===== src/logic/upmw_regs.svh =====
`ifndef UPMW_REGS_SVH
`define UPMW_REGS_SVH
`define UPMW_CLK_HZ 40000000
`define UPMW_IND_HZ 10
`define UPMW_IND_HALF (`UPMW_CLK_HZ / (2 * `UPMW_IND_HZ))
`define UPMW_IDLE_MS 3
`define UPMW_IDLE_CYC (`UPMW_CLK_HZ / 1000 * `UPMW_IDLE_MS)
`define UPMW_ENTER_MS 7
`define UPMW_ENTER_CYC (`UPMW_CLK_HZ / 1000 * `UPMW_ENTER_MS)
`define UPMW_WAKE_US 5000
`define UPMW_WAKE_CYC (`UPMW_CLK_HZ / 1000000 * `UPMW_WAKE_US)
`define UPMW_A_MODE 8'h00
`define UPMW_A_GPOUT 8'h04
`define UPMW_A_GPDIR 8'h08
`define UPMW_A_GPIN 8'h0C
`define UPMW_A_CTRL 8'h10
`define UPMW_A_STAT 8'h14
`define UPMW_A_IDS 8'h18
`define UPMW_MODE_RST 10'h000
`define UPMW_CTRL_RST 6'h01
`define UPMW_C_RWAKE_ATTR 0
`define UPMW_C_RX_WAKE 1
`define UPMW_C_RTS_AUTO 2
`define UPMW_C_STA_POL 3
`define UPMW_C_STB_POL 4
`define UPMW_C_CLK_PULSE 5
`define UPMW_NPINS 10
`endif


===== src/logic/upmw_pkg.sv =====
package upmw_pkg;
   typedef enum logic [1:0] {
      UPMW_ACTIVE = 2'b00,
      UPMW_ENTER = 2'b01,
      UPMW_SUSP = 2'b10,
      UPMW_WAKE = 2'b11
   } upmw_usb_t;
endpackage


===== src/logic/upmw_ind_if.sv =====
interface upmw_ind_if;
   logic busy;
   logic tick;
   logic level;
   modport src (output busy, input tick);
   modport ind (input busy, tick, output level);
endinterface


===== src/logic/upmw_indicator.sv =====
module upmw_indicator (
   input wire logic clk,
   input wire logic rst_n,
   upmw_ind_if.ind ind
);
   typedef struct packed {
      logic level;
   } upmw_ind_st_t;
   upmw_ind_st_t q;
   upmw_ind_st_t next_q;
   always_comb begin
      next_q = q;
      // Idle holds the level rather than parking it low.
      if (ind.busy && ind.tick) begin
         next_q.level = ~q.level;
      end
   end
   always_ff @(posedge clk or negedge rst_n) begin
      if (!rst_n) begin
         q <= '0;
      end else begin
         q <= next_q;
      end
   end
   assign ind.level = q.level;
endmodule


===== src/logic/upmw_top.sv =====
// How it works
// - After reset every multipurpose pin is an input with pull-up.
// - Transmit indicator on gp_pin_8 toggles at ten hertz while sending.
// - gp_pin_7 alternate drives the half-duplex transceiver enable.
// - gp_pin_6 alternate outputs a clock waveform or a pulse.
// - gp_pin_4 alternate is clear-to-send input, asserted when low.
// - gp_pin_5 alternate drives request-to-send low or auto direction.
// - gp_pin_2 alternate is data-set-ready input, asserted when low.
// - gp_pin_3 alternate drives active-low terminal-ready push-pull.
// - One control endpoint, one configuration, one UART interface.
// - Suspend begins after three milliseconds without bus activity.
// - Suspended state is reached within the next seven milliseconds.
// - Falling edge on ring/wake pin while suspended requests wakeup.
// - Remote wakeup capability is advertised by default.
// - Ring/wake pin wakes only while configured as an input.
// - Receive data pin wakes the host when its option is enabled.
// - Vendor and product identifiers come from fields or defaults.
// - Receive indicator on gp_pin_9 toggles at ten hertz while receiving.
// - Status output a is high while suspended by default.
// - Status output b is low while suspended by default.
//
// Design decisions made here: the register addresses and the APB interface to the registers.
`include "upmw_regs.svh"
module upmw_top
   import upmw_pkg::*;
#(
   parameter int IDLE_CYC = `UPMW_IDLE_CYC,
   parameter int ENTER_CYC = `UPMW_ENTER_CYC,
   parameter int WAKE_CYC = `UPMW_WAKE_CYC,
   parameter int IND_HALF = `UPMW_IND_HALF,
   // Identifier defaults are arbitrary values.
   parameter logic [15:0] DEF_VID = 16'h1234,
   parameter logic [15:0] DEF_PID = 16'h5678
) (
   input wire logic CLK,
   input wire logic RESET_N,
   input wire logic PSEL,
   input wire logic PENABLE,
   input wire logic PWRITE,
   input wire logic [7:0] PADDR,
   input wire logic [31:0] PWDATA,
   output logic [31:0] PRDATA,
   output logic PREADY,
   output logic PSLVERR,
   input wire logic [9:0] GP_IN,
   output logic [9:0] GP_OUT,
   output logic [9:0] GP_OE,
   output logic [9:0] GP_PULLUP,
   input wire logic RING_WAKE_PIN,
   input wire logic RX_PIN,
   input wire logic UART_TX_BUSY,
   input wire logic UART_RX_BUSY,
   input wire logic UART_RTS,
   input wire logic UART_DTR,
   input wire logic HALF_DUPLEX_DIR,
   input wire logic CLK_WAVE,
   output logic UART_CTS,
   output logic UART_DSR,
   input wire logic USB_ACTIVITY,
   input wire logic OTP_ID_VALID,
   input wire logic [15:0] OTP_VID,
   input wire logic [15:0] OTP_PID,
   output logic [15:0] DESC_VID,
   output logic [15:0] DESC_PID,
   output logic DESC_REMOTE_WAKE,
   output logic [7:0] DESC_NUM_CONFIGS,
   output logic [7:0] DESC_NUM_IFACES,
   output logic USB_RESUME_REQ,
   output logic USB_SUSPENDED,
   output logic USB_STATUS_OUT_A,
   output logic USB_STATUS_OUT_B
);
   localparam int TW = 32;
   logic rst_meta;
   logic rst_n;
   always_ff @(posedge CLK or negedge RESET_N) begin
      if (!RESET_N) begin
         rst_meta <= 1'b0;
         rst_n <= 1'b0;
      end else begin
         rst_meta <= 1'b1;
         rst_n <= rst_meta;
      end
   end

   typedef struct packed {
      logic [9:0] mode;
      logic [9:0] gp_out;
      logic [9:0] gp_dir;
      logic [5:0] ctrl;
      logic [9:0] pin_out;
      logic [9:0] pin_oe;
      logic cts;
      logic dsr;
      upmw_usb_t usb;
      logic [TW-1:0] cnt;
      logic [TW-1:0] ind_cnt;
      logic ring_d;
      logic rx_d;
      logic resume;
      logic sta;
      logic stb;
      logic [15:0] vid;
      logic [15:0] pid;
      logic [31:0] rdata;
      logic pulse;
   } upmw_st_t;
   upmw_st_t q;
   upmw_st_t next_q;

   upmw_ind_if tx_if ();
   upmw_ind_if rx_if ();
   upmw_indicator u_tx_ind (
      .clk(CLK),
      .rst_n(rst_n),
      .ind(tx_if.ind)
   );
   upmw_indicator u_rx_ind (
      .clk(CLK),
      .rst_n(rst_n),
      .ind(rx_if.ind)
   );

   function automatic logic sel(input logic [9:0] m, input int unsigned i);
      sel = m[i];
   endfunction

   logic tick;
   logic wr;
   logic rd_en;
   assign tick = (q.ind_cnt == TW'(IND_HALF - 1));
   assign tx_if.busy = UART_TX_BUSY;
   assign tx_if.tick = tick;
   assign rx_if.busy = UART_RX_BUSY;
   assign rx_if.tick = tick;
   assign wr = PSEL && PENABLE && PWRITE;
   assign rd_en = PSEL && !PENABLE && !PWRITE;

   always_comb begin
      logic ring_fall;
      logic rx_fall;
      logic wake_ok;
      logic susp;
      ring_fall = 1'b0;
      rx_fall = 1'b0;
      wake_ok = 1'b0;
      susp = 1'b0;
      next_q = q;
      next_q.ring_d = RING_WAKE_PIN;
      next_q.rx_d = RX_PIN;
      next_q.ind_cnt = tick ? '0 : q.ind_cnt + TW'(1);
      if (wr) begin
         case (PADDR)
            `UPMW_A_MODE: next_q.mode = PWDATA[9:0];
            `UPMW_A_GPOUT: next_q.gp_out = PWDATA[9:0];
            `UPMW_A_GPDIR: next_q.gp_dir = PWDATA[9:0];
            `UPMW_A_CTRL: next_q.ctrl = PWDATA[5:0];
            default: next_q.ctrl = q.ctrl;
         endcase
      end
      if (rd_en) begin
         case (PADDR)
            `UPMW_A_MODE: next_q.rdata = {22'h00_0000, q.mode};
            `UPMW_A_GPOUT: next_q.rdata = {22'h00_0000, q.gp_out};
            `UPMW_A_GPDIR: next_q.rdata = {22'h00_0000, q.gp_dir};
            `UPMW_A_GPIN: next_q.rdata = {22'h00_0000, GP_IN};
            `UPMW_A_CTRL: next_q.rdata = {26'h000_0000, q.ctrl};
            `UPMW_A_STAT: next_q.rdata = {28'h000_0000, q.sta, q.stb, q.usb};
            `UPMW_A_IDS: next_q.rdata = {q.pid, q.vid};
            default: next_q.rdata = 32'h0000_0000;
         endcase
      end
      // Default is GPIO: output register drives only when direction is set.
      next_q.pin_out = q.gp_out;
      next_q.pin_oe = q.gp_dir;
      if (sel(q.mode, 8)) begin
         next_q.pin_out[8] = tx_if.level;
         next_q.pin_oe[8] = 1'b1;
      end
      if (sel(q.mode, 9)) begin
         next_q.pin_out[9] = rx_if.level;
         next_q.pin_oe[9] = 1'b1;
      end
      if (sel(q.mode, 7)) begin
         next_q.pin_out[7] = HALF_DUPLEX_DIR;
         next_q.pin_oe[7] = 1'b1;
      end
      next_q.pulse = CLK_WAVE;
      if (sel(q.mode, 6)) begin
         // Pulse mode emits one cycle per rising edge of the wave.
         next_q.pin_out[6] = q.ctrl[`UPMW_C_CLK_PULSE] ?
            (CLK_WAVE && !q.pulse) : CLK_WAVE;
         next_q.pin_oe[6] = 1'b1;
      end
      if (sel(q.mode, 5)) begin
         next_q.pin_out[5] = q.ctrl[`UPMW_C_RTS_AUTO] ?
            HALF_DUPLEX_DIR : !UART_RTS;
         next_q.pin_oe[5] = 1'b1;
      end
      if (sel(q.mode, 4)) begin
         next_q.pin_oe[4] = 1'b0;
      end
      next_q.cts = sel(q.mode, 4) && !GP_IN[4];
      if (sel(q.mode, 3)) begin
         next_q.pin_out[3] = !UART_DTR;
         next_q.pin_oe[3] = 1'b1;
      end
      if (sel(q.mode, 2)) begin
         next_q.pin_oe[2] = 1'b0;
      end
      next_q.dsr = sel(q.mode, 2) && !GP_IN[2];
      // Ring/wake is a dedicated input; mode bit 1 or direction bit 1 releases it.
      wake_ok = !sel(q.mode, 1) && !q.gp_dir[1];
      ring_fall = q.ring_d && !RING_WAKE_PIN && wake_ok;
      rx_fall = q.rx_d && !RX_PIN && q.ctrl[`UPMW_C_RX_WAKE];
      next_q.resume = 1'b0;
      case (q.usb)
         UPMW_ACTIVE: begin
            next_q.cnt = USB_ACTIVITY ? '0 : q.cnt + TW'(1);
            if (!USB_ACTIVITY && q.cnt == TW'(IDLE_CYC - 1)) begin
               next_q.usb = UPMW_ENTER;
               next_q.cnt = '0;
            end
         end
         UPMW_ENTER: begin
            next_q.cnt = q.cnt + TW'(1);
            if (USB_ACTIVITY) begin
               next_q.usb = UPMW_ACTIVE;
               next_q.cnt = '0;
            end else if (q.cnt == TW'(ENTER_CYC - 1)) begin
               next_q.usb = UPMW_SUSP;
               next_q.cnt = '0;
            end
         end
         UPMW_SUSP: begin
            next_q.cnt = '0;
            if (USB_ACTIVITY) begin
               next_q.usb = UPMW_ACTIVE;
            end else if ((ring_fall || rx_fall) &&
                         q.ctrl[`UPMW_C_RWAKE_ATTR]) begin
               next_q.usb = UPMW_WAKE;
            end
         end
         UPMW_WAKE: begin
            next_q.resume = 1'b1;
            next_q.cnt = q.cnt + TW'(1);
            if (q.cnt == TW'(WAKE_CYC - 1)) begin
               next_q.usb = UPMW_ACTIVE;
               next_q.cnt = '0;
            end
         end
         default: next_q.usb = UPMW_ACTIVE;
      endcase
      susp = (next_q.usb == UPMW_SUSP);
      next_q.sta = susp ^ q.ctrl[`UPMW_C_STA_POL];
      next_q.stb = !susp ^ q.ctrl[`UPMW_C_STB_POL];
      next_q.vid = OTP_ID_VALID ? OTP_VID : DEF_VID;
      next_q.pid = OTP_ID_VALID ? OTP_PID : DEF_PID;
   end

   always_ff @(posedge CLK or negedge rst_n) begin
      if (!rst_n) begin
         q <= '0;
         q.mode <= `UPMW_MODE_RST;
         q.ctrl <= `UPMW_CTRL_RST;
         q.ring_d <= 1'b1;
         q.rx_d <= 1'b1;
         q.stb <= 1'b1;
         q.vid <= 16'h0000;
         q.pid <= 16'h0000;
      end else begin
         q <= next_q;
      end
   end

   assign PRDATA = q.rdata;
   assign PREADY = 1'b1;
   assign PSLVERR = 1'b0;
   assign GP_OUT = q.pin_out;
   assign GP_OE = q.pin_oe;
   assign GP_PULLUP = ~q.pin_oe;
   assign UART_CTS = q.cts;
   assign UART_DSR = q.dsr;
   assign DESC_VID = q.vid;
   assign DESC_PID = q.pid;
   assign DESC_REMOTE_WAKE = q.ctrl[`UPMW_C_RWAKE_ATTR];
   assign DESC_NUM_CONFIGS = 8'h01;
   assign DESC_NUM_IFACES = 8'h01;
   assign USB_RESUME_REQ = q.resume;
   assign USB_SUSPENDED = (q.usb == UPMW_SUSP);
   assign USB_STATUS_OUT_A = q.sta;
   assign USB_STATUS_OUT_B = q.stb;
endmodule

===== config.mk =====
export PLATFORM = sky130hd
export DESIGN_NAME = upmw_top
export DESIGN_NICKNAME = d
export VERILOG_FILES = /design/src/logic/upmw_pkg.sv /design/src/logic/upmw_ind_if.sv /design/src/logic/upmw_indicator.sv /design/src/logic/upmw_top.sv
export VERILOG_INCLUDE_DIRS = /design/src /design/src/logic
export SDC_FILE = /design/constraint.sdc
export NUM_CORES = 1
export LEC_CHECK = 0
export BUFFER_PORTS_ARGS = -buffer_cell sky130_fd_sc_hd__buf_2
export CAP_MARGIN = 20
export CORE_ASPECT_RATIO = 1.75
export CORE_MARGIN = 10
export CORE_UTILIZATION = 54
export DETAILED_ROUTE_END_ITERATION = 7
export GPL_TIMING_DRIVEN = 0
export PLACE_DENSITY_LB_ADDON = 0.05
export SETUP_SLACK_MARGIN = 0.5
export SLEW_MARGIN = 20
export SYNTH_ARGS = -nofsm -noshare
export SYNTH_HDL_FRONTEND = slang
export SYNTH_SLANG_ARGS = --single-unit

===== constraint.sdc =====
create_clock -name CLK -period 6.94 [get_ports CLK]
set_input_delay 0 -clock CLK [delete_from_list [all_inputs] [get_ports CLK]]
set_output_delay 0 -clock CLK [all_outputs]
set_load 0.01 [all_outputs]

==> results.ini, run 1 <==
[final_layout]
final_area_sq_mm=0.0118
antenna_cells=0
seq_area_sq_mm=0.00496
final_cell_count_no_fill=1342
nFillCells=1347
drive_gt1_share_pct=33.1
area_growth_pct=27.4
fin_nets=1201
multi_input_area_sq_mm=0.00337

[timing]
period_share_pct=40.9
skew_ns=0.0146
maxSlewHeadroom_pct=22.7
finalSetupViolations=0
fin_crit_ns=2.84
rsz0062_at_grt=no
slew_violations=0
tns_ns=0
max_freq_ghz=0.352
hold_violations=0
hold_ws_ns=0.0766
tightestPinTransition_ns=1.15

[global_route]
grt_pass1_vias=7239
grt_pass1_wl_um=37700
gr-total-overflow=0
grt_usage_pct=20.6
antenna_found_initial=0
grt_max_degree=60

[clocking]
clk_latency_ns=0.44
cts_sinks=198
cts_buffers=17
clkTransAtPathRegs_ns=0.07
postCtsSetupRepairBufs=0
clk_path_buf_depth=2
cts_resized=0
hold_buffers=63
root_buffer=clkbuf_16
cts_max_level=4
cts_tree=yes

[pwr]
total_leakage_power_nw=5.86
vdd_drop_max_mv=0.153
p_total_mw=2.38
power_density_mw_per_mm2=202

[synth]
synth_edf_count=0
yosys_most_used_dff=dfrtp_1
synth_top_area_share_pct=52.6
yosys_warnings=0
synth.most_common_cell=dfrtp_1
netlist-cell-type-count=55
ys_async_sr_fraction_pct=100
ys_seq_area_share_pct=53.7
syn_avg_cell_area_sq_um=11.2
synth.cells.most_frequent=194 x dfrtp_1, 102 x buf_4, 43 x a21oi_1
synthTopCellsByArea=dfrtp_1 53%, buf_4 8.3%, mux2_2 3.5%
synthCells=826
synth_area_leader_cell=dfrtp_1
syn_area_sq_mm=0.00924
synth-seq-cells=198

[placement]
gp_congestion=0.879
port_buffers=174
placed_area_sq_mm=0.0105
dp_cells=1247
dp_hpwl_um=17400

[setup_path]
criticalPathCategory=reg2reg
cpPeakStageDelay_ns=0.44
path_cells=ha_1 > clkbuf_1 > nor3b_1 > nand4_1 > nor4_1 > o22a_1 > clkbuf_1 > a21oi_1
crit_top_cell=clkbuf_1
required_ns=7.23
cp-end-kind=flop
cp_slowest_cell=nor4_1
start_kind=flop
critPathArrivalTime_ns=3.13
crit_fanout=10

[route]
drt_iter0_drc=342
detail-route-antenna-nets=0
avgViaCountPerCell=5.15
drcViolationCount=0
wl_per_cell_um=17.6
vias=6915
firstDrtPassIters=5
drt_wl_total_um=23600

[status]
status=complete, no violations

[floorplan]
initial_utilization_pct=54.7
dieArea_sq_mm=0.0229
row_count=63
io_pins=216
core_sq_mm=0.0169
die_h_um=193
die_width_um=119

[min_path]
hold_path.class=in2reg

[job]
maxCapViolCount=0

stage by stage:
stage                     setup WS, ns  util (%)
after floorplan                   1.02         -
after global placement           -1.29      62.0
after detailed placement          4.18      62.4
after CTS                         4.15      69.8
after global routing              3.79      69.8
final                             4.10      69.8
placed cells by master (no fill, tap or decap), types with 29 or more instances in the layout:
cell / count
nand2_1: 39
mux2_2: 29
buf_4: 102
xnor2_1: 36
nor2_1: 32
dlygate4sd3_1: 63
dfrtp_1: 193
a21oi_1: 43
buf_2: 175
per-layer routing:
metal / vias up / global-route usage [%] / wire length [um]
met1: 3386 / 22.8 / 9090
met4: 0 / 8.68 / 613
li1: 3306 / - / -
met5: - / 0 / 0
met3: 40 / 4.37 / 1180
met2: 183 / 37.6 / 12700
cell type report:
| cell class | instances | share of cell area [%] |
|---|---|---|
| sequential | 198 | 42.2 |
| multi-input combinational | 492 | 28.7 |
| timing repair buffer | 240 | 13.4 |
| buffer | 132 | 7.54 |
| clock buffer | 18 | 3.65 |
| tap | 227 | 2.41 |
| clock inverter | 14 | 1.48 |
| inverter | 21 | 0.670 |
power breakdown:
| part | switching, mW | internal [mW] |
|---|---|---|
| clock | 0.440 | 0.571 |
| sequential | 0.0182 | 1.17 |
| combinational | 0.0867 | 0.0922 |
| total | 0.545 | 1.84 |
cell families (layout without fill, tap and decap cells):
family          Yosys count  in the layout  share of synthesized area, %
compound gates          108            108                          7.57
mux                      55             55                          7.03
simple gates            245            245                          14.9
buf+inv                 153            425                          10.5
other cells               2             19                        0.0813
xor+xnor                 63             63                          5.97
flops                   198            198                          53.7
fa+ha+maj                 2              2                         0.271
flip-flops by register name (all words and copies together) (netlist names), 6 cells and up:
signal,count
GP_OE,10
GP_OUT,10
PRDATA,32
q,98
DESC_VID,16
next_q,6
DESC_PID,16
final timing paths:
| check | start | to | slack (ns) | cells past startpoint |
|---|---|---|---|---|
| setup / recovery | q[102] | q[105] | 4.10 | 8 |
| hold / removal | PADDR[7] | PRDATA[2] | 0.08 | 4 |
| setup reg to reg | q[102] | q[105] | 4.10 | 8 |
| hold reg to reg | rst_meta | rst_n | 0.36 | 0 |
| max in group asynchronous | rst_n | DESC_REMOTE_WAKE | 5.21 | 3 |
| min in group asynchronous | rst_n | q[131] | 0.37 | 0 |
critical path: cells and delay by family (launching register included):
kind / cells / cell delay [ns]
AOI/OAI and AO/OA: 2 / 0.47
adders and majority gates: 1 / 0.17
buffers and inverters: 2 / 0.77
DFF: 1 / 0.42
and+or+nand+nor: 3 / 0.87
Note: power is estimated with default switching activity, not from simulation.
==> inputs of run 2 (changes only) <==
--- a/config.mk
+++ b/config.mk
@@ -6,11 +6,12 @@
 export SDC_FILE = /design/constraint.sdc
 export NUM_CORES = 1
 export LEC_CHECK = 0
+export ABC_AREA = 1
 export BUFFER_PORTS_ARGS = -buffer_cell sky130_fd_sc_hd__buf_2
 export CAP_MARGIN = 20
 export CORE_ASPECT_RATIO = 1.75
 export CORE_MARGIN = 10
-export CORE_UTILIZATION = 54
+export CORE_UTILIZATION = 55
 export DETAILED_ROUTE_END_ITERATION = 7
 export GPL_TIMING_DRIVEN = 0
 export PLACE_DENSITY_LB_ADDON = 0.05
==> constraint.sdc (replaced) <==
create_clock -name CLK -period 2.7 [get_ports CLK]
set_input_delay 0 -clock CLK [delete_from_list [all_inputs] [get_ports CLK]]
set_output_delay 0 -clock CLK [all_outputs]
set_load 0.01 [all_outputs]
==> results.ini, run 2 <==
[status]
status=complete, no violations  ; unchanged

[synth]
syn_area_sq_mm=0.0102  ; was 0.00924 sq mm
ys_async_sr_fraction_pct=100  ; unchanged
yosys.area_share.simple_pct=27.0  ; was 14.9%
yosys_most_used_dff=dfrtp_1  ; unchanged
synth.cells.most_frequent=314 x nand2_1, 194 x dfrtp_1, 160 x inv_1  ; was 194 x dfrtp_1, 102 x buf_4, 43 x a21oi_1
synth_top_family_by_area=simple AND/OR/NAND/NOR gates  ; unchanged
synth-seq-cells=198  ; unchanged
synthXorXnorAreaFrac_pct=3.96  ; was 5.97%
synth_compound_area_share_pct=4.63  ; was 7.57%
synth_top_area_share_pct=47.8  ; was 52.6%
synthTopCellsByArea=dfrtp_1 48%, nand2_1 12%, buf_4 7.8%  ; was dfrtp_1 53%, buf_4 8.3%, mux2_2 3.5%
syn_avg_cell_area_sq_um=8.04  ; was 11.2 sq um
synth.most_common_cell=nand2_1  ; was dfrtp_1
synth_area_leader_cell=dfrtp_1  ; unchanged
yosys_warnings=0  ; unchanged
ys_seq_area_share_pct=48.8  ; was 53.7%
synthCells=1265  ; was 826
netlist-cell-type-count=37  ; was 55
synth_mux_area_share_pct=0.111  ; was 7.03%
synth_fa_ha_area_share_pct=0.246  ; was 0.271%
synth_edf_count=0  ; unchanged

[setup_path]
critPathArrivalTime_ns=2.36  ; was 3.13 ns
cp_top_family=simple AND/OR/NAND/NOR gates  ; unchanged
reg2reg_from=q[70]  ; was q[102]
cp_slowest_cell=dfrtp_1  ; was nor4_1
critPathBufInv=2  ; unchanged
reg2reg_depth=10  ; was 8
criticalPathCategory=reg2reg  ; unchanged
required_ns=3.04  ; was 7.23 ns
reg2reg_to=q[92]  ; was q[105]
cp-end-kind=flop  ; unchanged
path_cells=ha_1 > nand3_2 > inv_2 > nand2_4 > nor2_2 > nand2_1 > nor2_2 > nand4_1 > xor2_1 > inv_1  ; was ha_1 > clkbuf_1 > nor3b_1 > nand4_1 > nor4_1 > o22a_1 > clkbuf_1 > a21oi_1
r2r_slack_ns=0.68  ; was 4.10 ns
crit_fanout=5  ; was 10
crit_top_cell=nor2_2  ; was clkbuf_1
cpPeakStageDelay_ns=0.42  ; was 0.44 ns
start_kind=flop  ; unchanged

[pwr]
power_density_mw_per_mm2=485  ; was 202 mW/mm^2
cell_internal_pwr_mw=4.71  ; was 1.84 mW
switchingPower_mw=1.48  ; was 545 uW
total_leakage_power_nw=6.66  ; was 5.86 nW
seq_power_share_pct=49.3  ; was 50.0%
p_total_mw=6.20  ; was 2.38 mW
vdd_drop_max_mv=0.458  ; was 0.153 mV
clock_power_share_pct=43.7  ; was 42.5%
switching_share_pct=23.9  ; was 22.9%
pwr-share-comb_pct=7.1  ; was 7.5%

[global_route]
grt_usage_pct=24.8  ; was 20.6%
gr-total-overflow=0  ; unchanged
grt_max_degree=55  ; was 60
antenna_found_initial=1  ; was 0
grt_pass1_vias=9257  ; was 7239
grt_pass1_wl_um=47500  ; was 37700 um

[clocking]
clkTransAtPathRegs_ns=0.08  ; was 0.07 ns
cts_buffers=17  ; unchanged
cts_tree=yes  ; unchanged
cts_sinks=198  ; unchanged
clk_path_buf_depth=2  ; unchanged
clk_latency_ns=0.45  ; was 0.44 ns
cts_max_level=4  ; unchanged
root_buffer=clkbuf_16  ; unchanged

[timing]
period_share_pct=75.0  ; was 40.9%
fin_ws_ns=0.676  ; was 4.10 ns
max_freq_ghz=0.494  ; was 0.352 GHz
fin_crit_ns=2.02  ; was 2.84 ns
tns_ns=0  ; unchanged
hold_violations=0  ; unchanged
rsz0062_at_grt=no  ; unchanged
slew_violations=0  ; unchanged
maxSlewHeadroom_pct=39.1  ; was 22.7%
skew_ns=0.0116  ; was 0.0146 ns
tightestPinTransition_ns=0.906  ; was 1.15 ns
finalSetupViolations=0  ; unchanged

[final_layout]
layout_common_cells=314 x nand2_1, 193 x dfrtp_1, 179 x buf_2  ; was 193 x dfrtp_1, 175 x buf_2, 102 x buf_4
area_growth_pct=25.6  ; was 27.4%
largest_reg_flops=98  ; unchanged
drive_gt1_share_pct=23.8  ; was 33.1%
nFillCells=1547  ; was 1347
largest-register=q  ; unchanged
layout_commonest_cell=nand2_1  ; was dfrtp_1
fin_nets=1644  ; was 1201

[placement]
port_buffers=175  ; was 174
gp_congestion=0.945  ; was 0.879
dp_hpwl_um=22900  ; was 17400 um
dp_slack_ns=0.692  ; was 4.18 ns

[min_path]
worst_hold_path.endpoint=PRDATA[3]  ; was PRDATA[2]
hold_path.class=in2reg  ; unchanged
whs_path_depth=7  ; was 4
worstHoldStart=GP_IN[3]  ; was PADDR[7]

[route]
firstDrtPassIters=5  ; unchanged
drt_iter0_drc=625  ; was 342
vias=8963  ; was 6915
wl_per_cell_um=16.6  ; was 17.6 um
avgViaCountPerCell=5.00  ; was 5.15
drt_wl_total_um=29800  ; was 23600 um
drcViolationCount=0  ; unchanged
detail-route-antenna-nets=0  ; unchanged

[floorplan]
die_h_um=200  ; was 193 um
core_sq_mm=0.0181  ; was 0.0169 sq mm
row_count=65  ; was 63
die_width_um=123  ; was 119 um
dieArea_sq_mm=0.0245  ; was 0.0229 sq mm
io_pins=216  ; unchanged
initial_utilization_pct=56.0  ; was 54.7%

[job]
maxCapViolCount=0  ; unchanged

-- run 2: cell count changes in the layout (fill, tap and decap cells not counted), sizes merged, moves of 22 or more --
cell | before | now
a21oi | 43 | 13
a22o | 27 | 0
and2 | 25 | 2
inv | 25 | 171
mux2 | 39 | 1
nand2 | 39 | 322
nand3 | 23 | 60
nor2 | 32 | 162
nor3 | 16 | 38
o21ai | 15 | 77
xnor2 | 36 | 5
-- run 2: kinds of logic after synthesis --
kind of cell	after synthesis
xor+xnor	46
flops	198
compound gates	93
simple gates	625
buf+inv	298
mux	1
fa+ha+maj	2
other cells	2
-- run 2: final cells by class --
| type | count | area, sq um | area share, % |
|---|---|---|---|
| Antenna cell | 1 | 2.50 | 0.0196 |
| Inverter | 168 | 631 | 4.94 |
| Clock buffer | 17 | 425 | 3.33 |
| Tap cell | 234 | 293 | 2.29 |
| Buffer | 130 | 910 | 7.13 |
| Timing Repair Buffer | 244 | 1620 | 12.7 |
| Clock inverter | 15 | 194 | 1.52 |
| Multi-Input combinational cell | 786 | 3730 | 29.2 |
| Sequential cell | 198 | 4960 | 38.9 |
-- run 2: how the worst max path moves through the flow --
stage	from	to	slack, ns	cells past startpoint
after floorplan	rst_n	DESC_PID[0]	0.68	0
after global placement	rst_n	PRDATA[28]	-0.05	0
after detailed placement	q[70]	q[92]	0.69	10
after CTS	q[70]	q[92]	0.68	10
after global routing	q[102]	q[123]	0.52	9
final	q[70]	q[92]	0.68	10
-- run 2: through the flow --
stage          instances  hold WS, ns  utilization, %  instance area (sq um)
3_5_place_dp        1694       -0.211            63.3                  11500
3_3_place_gp        1691       -0.212            62.9                  11400
4_1_cts             1792       0.0449            70.4                  12800
2_1_floorplan       1282       -0.296               -                  10200
5_1_grt             1793       0.0867            70.4                  12800
6_report            1793       0.0677            70.4                  12800
-- run 2: routing by layer --
metal | up-vias | track usage, % | routed length (um)
met5 | - | 0 | 0
met4 | 0 | 12.9 | 1320
met3 | 80 | 4.78 | 1740
met2 | 278 | 44.9 | 16100
met1 | 4238 | 26.4 | 10600
li1 | 4367 | - | -
-- run 2: power by group through the flow --
stage | clock [mW] | sequential [mW] | combinational [mW]
after global routing | 2.86 | 3.06 | 0.481
after global placement | 0 | 3.15 | 0.298
after floorplan | 0 | 3.13 | 0.169
after CTS | 2.74 | 3.05 | 0.439
after detailed placement | 0 | 3.11 | 0.361
final | 2.71 | 3.05 | 0.437
-- run 2: timing repair --
item	4_1_cts	5_1_grt
resized for setup	0	0
hold endpoints to repair	91	0
buffers inserted	0	0
hold buffers	66	0
-- run 2: worst reg2reg max path, cell delays in order (launching register included) --
cell	delay [ns]
dfrtp_1	0.42
ha_1	0.27
nand3_2	0.14
inv_2	0.12
nand2_4	0.07
nor2_2	0.14
nand2_1	0.10
nor2_2	0.24
nand4_1	0.19
xor2_1	0.17
inv_1	0.05
==> inputs of run 3 (changes only) <==
==> constraint.sdc (replaced) <==
create_clock -name CLK -period 1.9 [get_ports CLK]
set_input_delay 0 -clock CLK [delete_from_list [all_inputs] [get_ports CLK]]
set_output_delay 0 -clock CLK [all_outputs]
set_load 0.01 [all_outputs]
==> results.ini, run 3 (synthesized netlist as in run 2, its figures left out) <==
[clocking]
root_buffer=clkbuf_16  ; unchanged
cts_buffers=17  ; unchanged
clk_latency_ns=0.45  ; about the same
cts_tree=yes  ; unchanged
cts_sinks=198  ; unchanged
clk_path_buf_depth=2  ; unchanged
clkTransAtPathRegs_ns=0.07  ; was 0.08 ns
cts_max_level=4  ; unchanged

[pwr]
p_total_mw=9.09  ; was 6.20 mW
vdd_drop_max_mv=0.720  ; was 0.458 mV
power_density_mw_per_mm2=640  ; was 485 mW/mm^2
total_leakage_power_nw=7.22  ; was 6.66 nW

[setup_path]
cp-end-kind=flop  ; unchanged
path_cells=nor2_1 > nand2_2 > nor2_4 > nand2_1 > o21ai_2 > nand2_4 > nor2_4 > buf_6 > buf_16 > nor3_2  ; was ha_1 > nand3_2 > inv_2 > nand2_4 > nor2_2 > nand2_1 > nor2_2 > nand4_1 > xor2_1 > inv_1
start_kind=flop  ; unchanged
critPathArrivalTime_ns=2.12  ; was 2.36 ns
crit_fanout=5  ; unchanged
critPathBufInv=2  ; unchanged
cp_slowest_cell=dfrtp_1  ; unchanged
cpPeakStageDelay_ns=0.42  ; about the same
path_depth=10  ; unchanged
cp_top_family=simple AND/OR/NAND/NOR gates  ; unchanged
reg2reg_depth=10  ; unchanged
crit_top_cell=nor2_4  ; was nor2_2
criticalPathCategory=reg2reg  ; unchanged
required_ns=2.23  ; was 3.04 ns

[final_layout]
nFillCells=1308  ; was 1547
finish.utilization_pct=78.2  ; was 70.4%
largest_reg_flops=98  ; unchanged
seq_area_sq_mm=0.00498  ; was 0.00496 sq mm
largest-register=q  ; unchanged
drive_gt1_share_pct=35.2  ; was 23.8%
fin_nets=1725  ; was 1644
area_growth_pct=39.6  ; was 25.6%
final_cell_count_no_fill=1875  ; was 1793
layout_common_cells=292 x nand2_1, 179 x dfrtp_1, 179 x buf_2  ; was 314 x nand2_1, 193 x dfrtp_1, 179 x buf_2
layout_commonest_cell=nand2_1  ; unchanged
multi_input_area_sq_mm=0.00432  ; was 0.00373 sq mm

[floorplan]
die_width_um=123  ; unchanged
core_sq_mm=0.0181  ; unchanged
dieArea_sq_mm=0.0245  ; unchanged
io_pins=216  ; unchanged
initial_utilization_pct=56.0  ; unchanged
row_count=65  ; unchanged
die_h_um=200  ; unchanged

[timing]
max_freq_ghz=0.561  ; was 0.494 GHz
rsz0062_at_grt=yes  ; was no
maxSlewHeadroom_pct=48.5  ; was 39.1%
fin_ws_ns=0.117  ; was 0.676 ns
fin_crit_ns=1.78  ; was 2.02 ns
period_share_pct=93.8  ; was 75.0%
tightestPinTransition_ns=0.769  ; was 0.906 ns
hold_violations=0  ; unchanged
skew_ns=0.00691  ; was 0.0116 ns
slew_violations=0  ; unchanged
finalSetupViolations=0  ; unchanged

[placement]
dp_cells=1694  ; unchanged
gp_congestion=0.911  ; was 0.945
port_buffers=175  ; unchanged
dp_slack_ns=0.0357  ; was 0.692 ns
dp_hpwl_um=22400  ; was 22900 um

[route]
drcViolationCount=0  ; unchanged
avgViaCountPerCell=5.06  ; was 5.00
dr_wl_met2_um=17900  ; was 16100 um
wl_met3_um=1840  ; was 1740 um
firstDrtPassIters=5  ; unchanged
vias=9486  ; was 8963
drt_iter0_drc=779  ; was 625
detail-route-antenna-nets=0  ; unchanged
wl_met1_um=11500  ; was 10600 um
wl_per_cell_um=17.5  ; was 16.6 um
highest_layer=met4  ; unchanged
drt_wl_total_um=32800  ; was 29800 um

[min_path]
hold_path.class=in2reg  ; unchanged
whs_path_depth=7  ; unchanged

[status]
status=complete, no violations  ; unchanged

[global_route]
grt_usage_pct=25.7  ; was 24.8%
grt_pass1_wl_um=49200  ; was 47500 um
gr-total-overflow=0  ; unchanged
grt_pass1_vias=9514  ; was 9257
antenna_found_initial=2  ; was 1
grt_max_degree=59  ; was 55

[job]
maxCapViolCount=0  ; unchanged

run 3: changes by cell type in the layout (fill, tap and decap cells not counted), sizes merged:
cell,change
diode,+1
dlygate4sd3,-3
inv,-2
clkinv,-4
clkbuf,+5
buf,+84
clkinvlp,-2
bufinv,+3
run 3: metal layers:
metal / vias up / GRT usage (%)
met5: - / 0
met4: 0 / 11.7
met3: 95 / 5.12
met2: 330 / 47.0
met1: 4537 / 27.6
li1: 4524 / -
run 3: report_power, final:
group          total, mW  internal (mW)  switching [mW]
Clock               4.12           2.49            1.63
Combinational      0.630          0.312           0.318
Sequential          4.34           4.28          0.0571
run 3: path summary, 6_finish.rpt:
path                           from   endpoint  slack, ns
max                          q[131]     q[124]       0.12
min                        GP_IN[5]  PRDATA[5]      0.005
max reg2reg                  q[131]     q[124]       0.12
min reg2reg                   rst_n   GP_OE[2]       0.28
max in group asynchronous     rst_n      q[82]       0.69
min in group asynchronous     rst_n   GP_OE[2]       0.28
run 3: layout make-up:
class	count	share of cell area, %
Tap cell	234	2.06
Clock buffer	22	3.13
Multi-Input combinational cell	786	30.4
Antenna cell	2	0.0353
Sequential cell	198	35.1
Clock inverter	10	1.52
Inverter	168	4.50
Timing Repair Buffer	325	16.7
Buffer	130	6.56
run 3: worst reg2reg max path: cells and delay by family, from the launching register on:
| kind | cells | cell delay, ns |
|---|---|---|
| AO/OA/AOI/OAI | 1 | 0.19 |
| flip-flops | 1 | 0.42 |
| AND/OR/NAND/NOR | 7 | 0.79 |
| buffers and inverters | 2 | 0.27 |
run 3: repair_timing:
| item | CTS | global route |
|---|---|---|
| endpoints found under the setup margin | 124 | 107 |
| gates cloned | 2 | 0 |
| setup buffers | 42 | 40 |
| pin swaps | 37 | 48 |
| hold endpoints to repair | 88 | 1 |
| resized for setup | 84 | 100 |
| hold buffers | 62 | 1 |
run 3: stage by stage:
| step | setup TNS (ns) | hold WS [ns] | instance area [sq um] |
|---|---|---|---|
| final | 0 | 0.00498 | 14200 |
| after global routing | 0 | 0.0409 | 14200 |
| after CTS | 0 | 0.00145 | 13500 |
| after detailed placement | 0 | -0.213 | 11500 |
| after global placement | -156.69 | -0.215 | 11500 |
| after floorplan | -23.04 | -0.296 | 10300 |
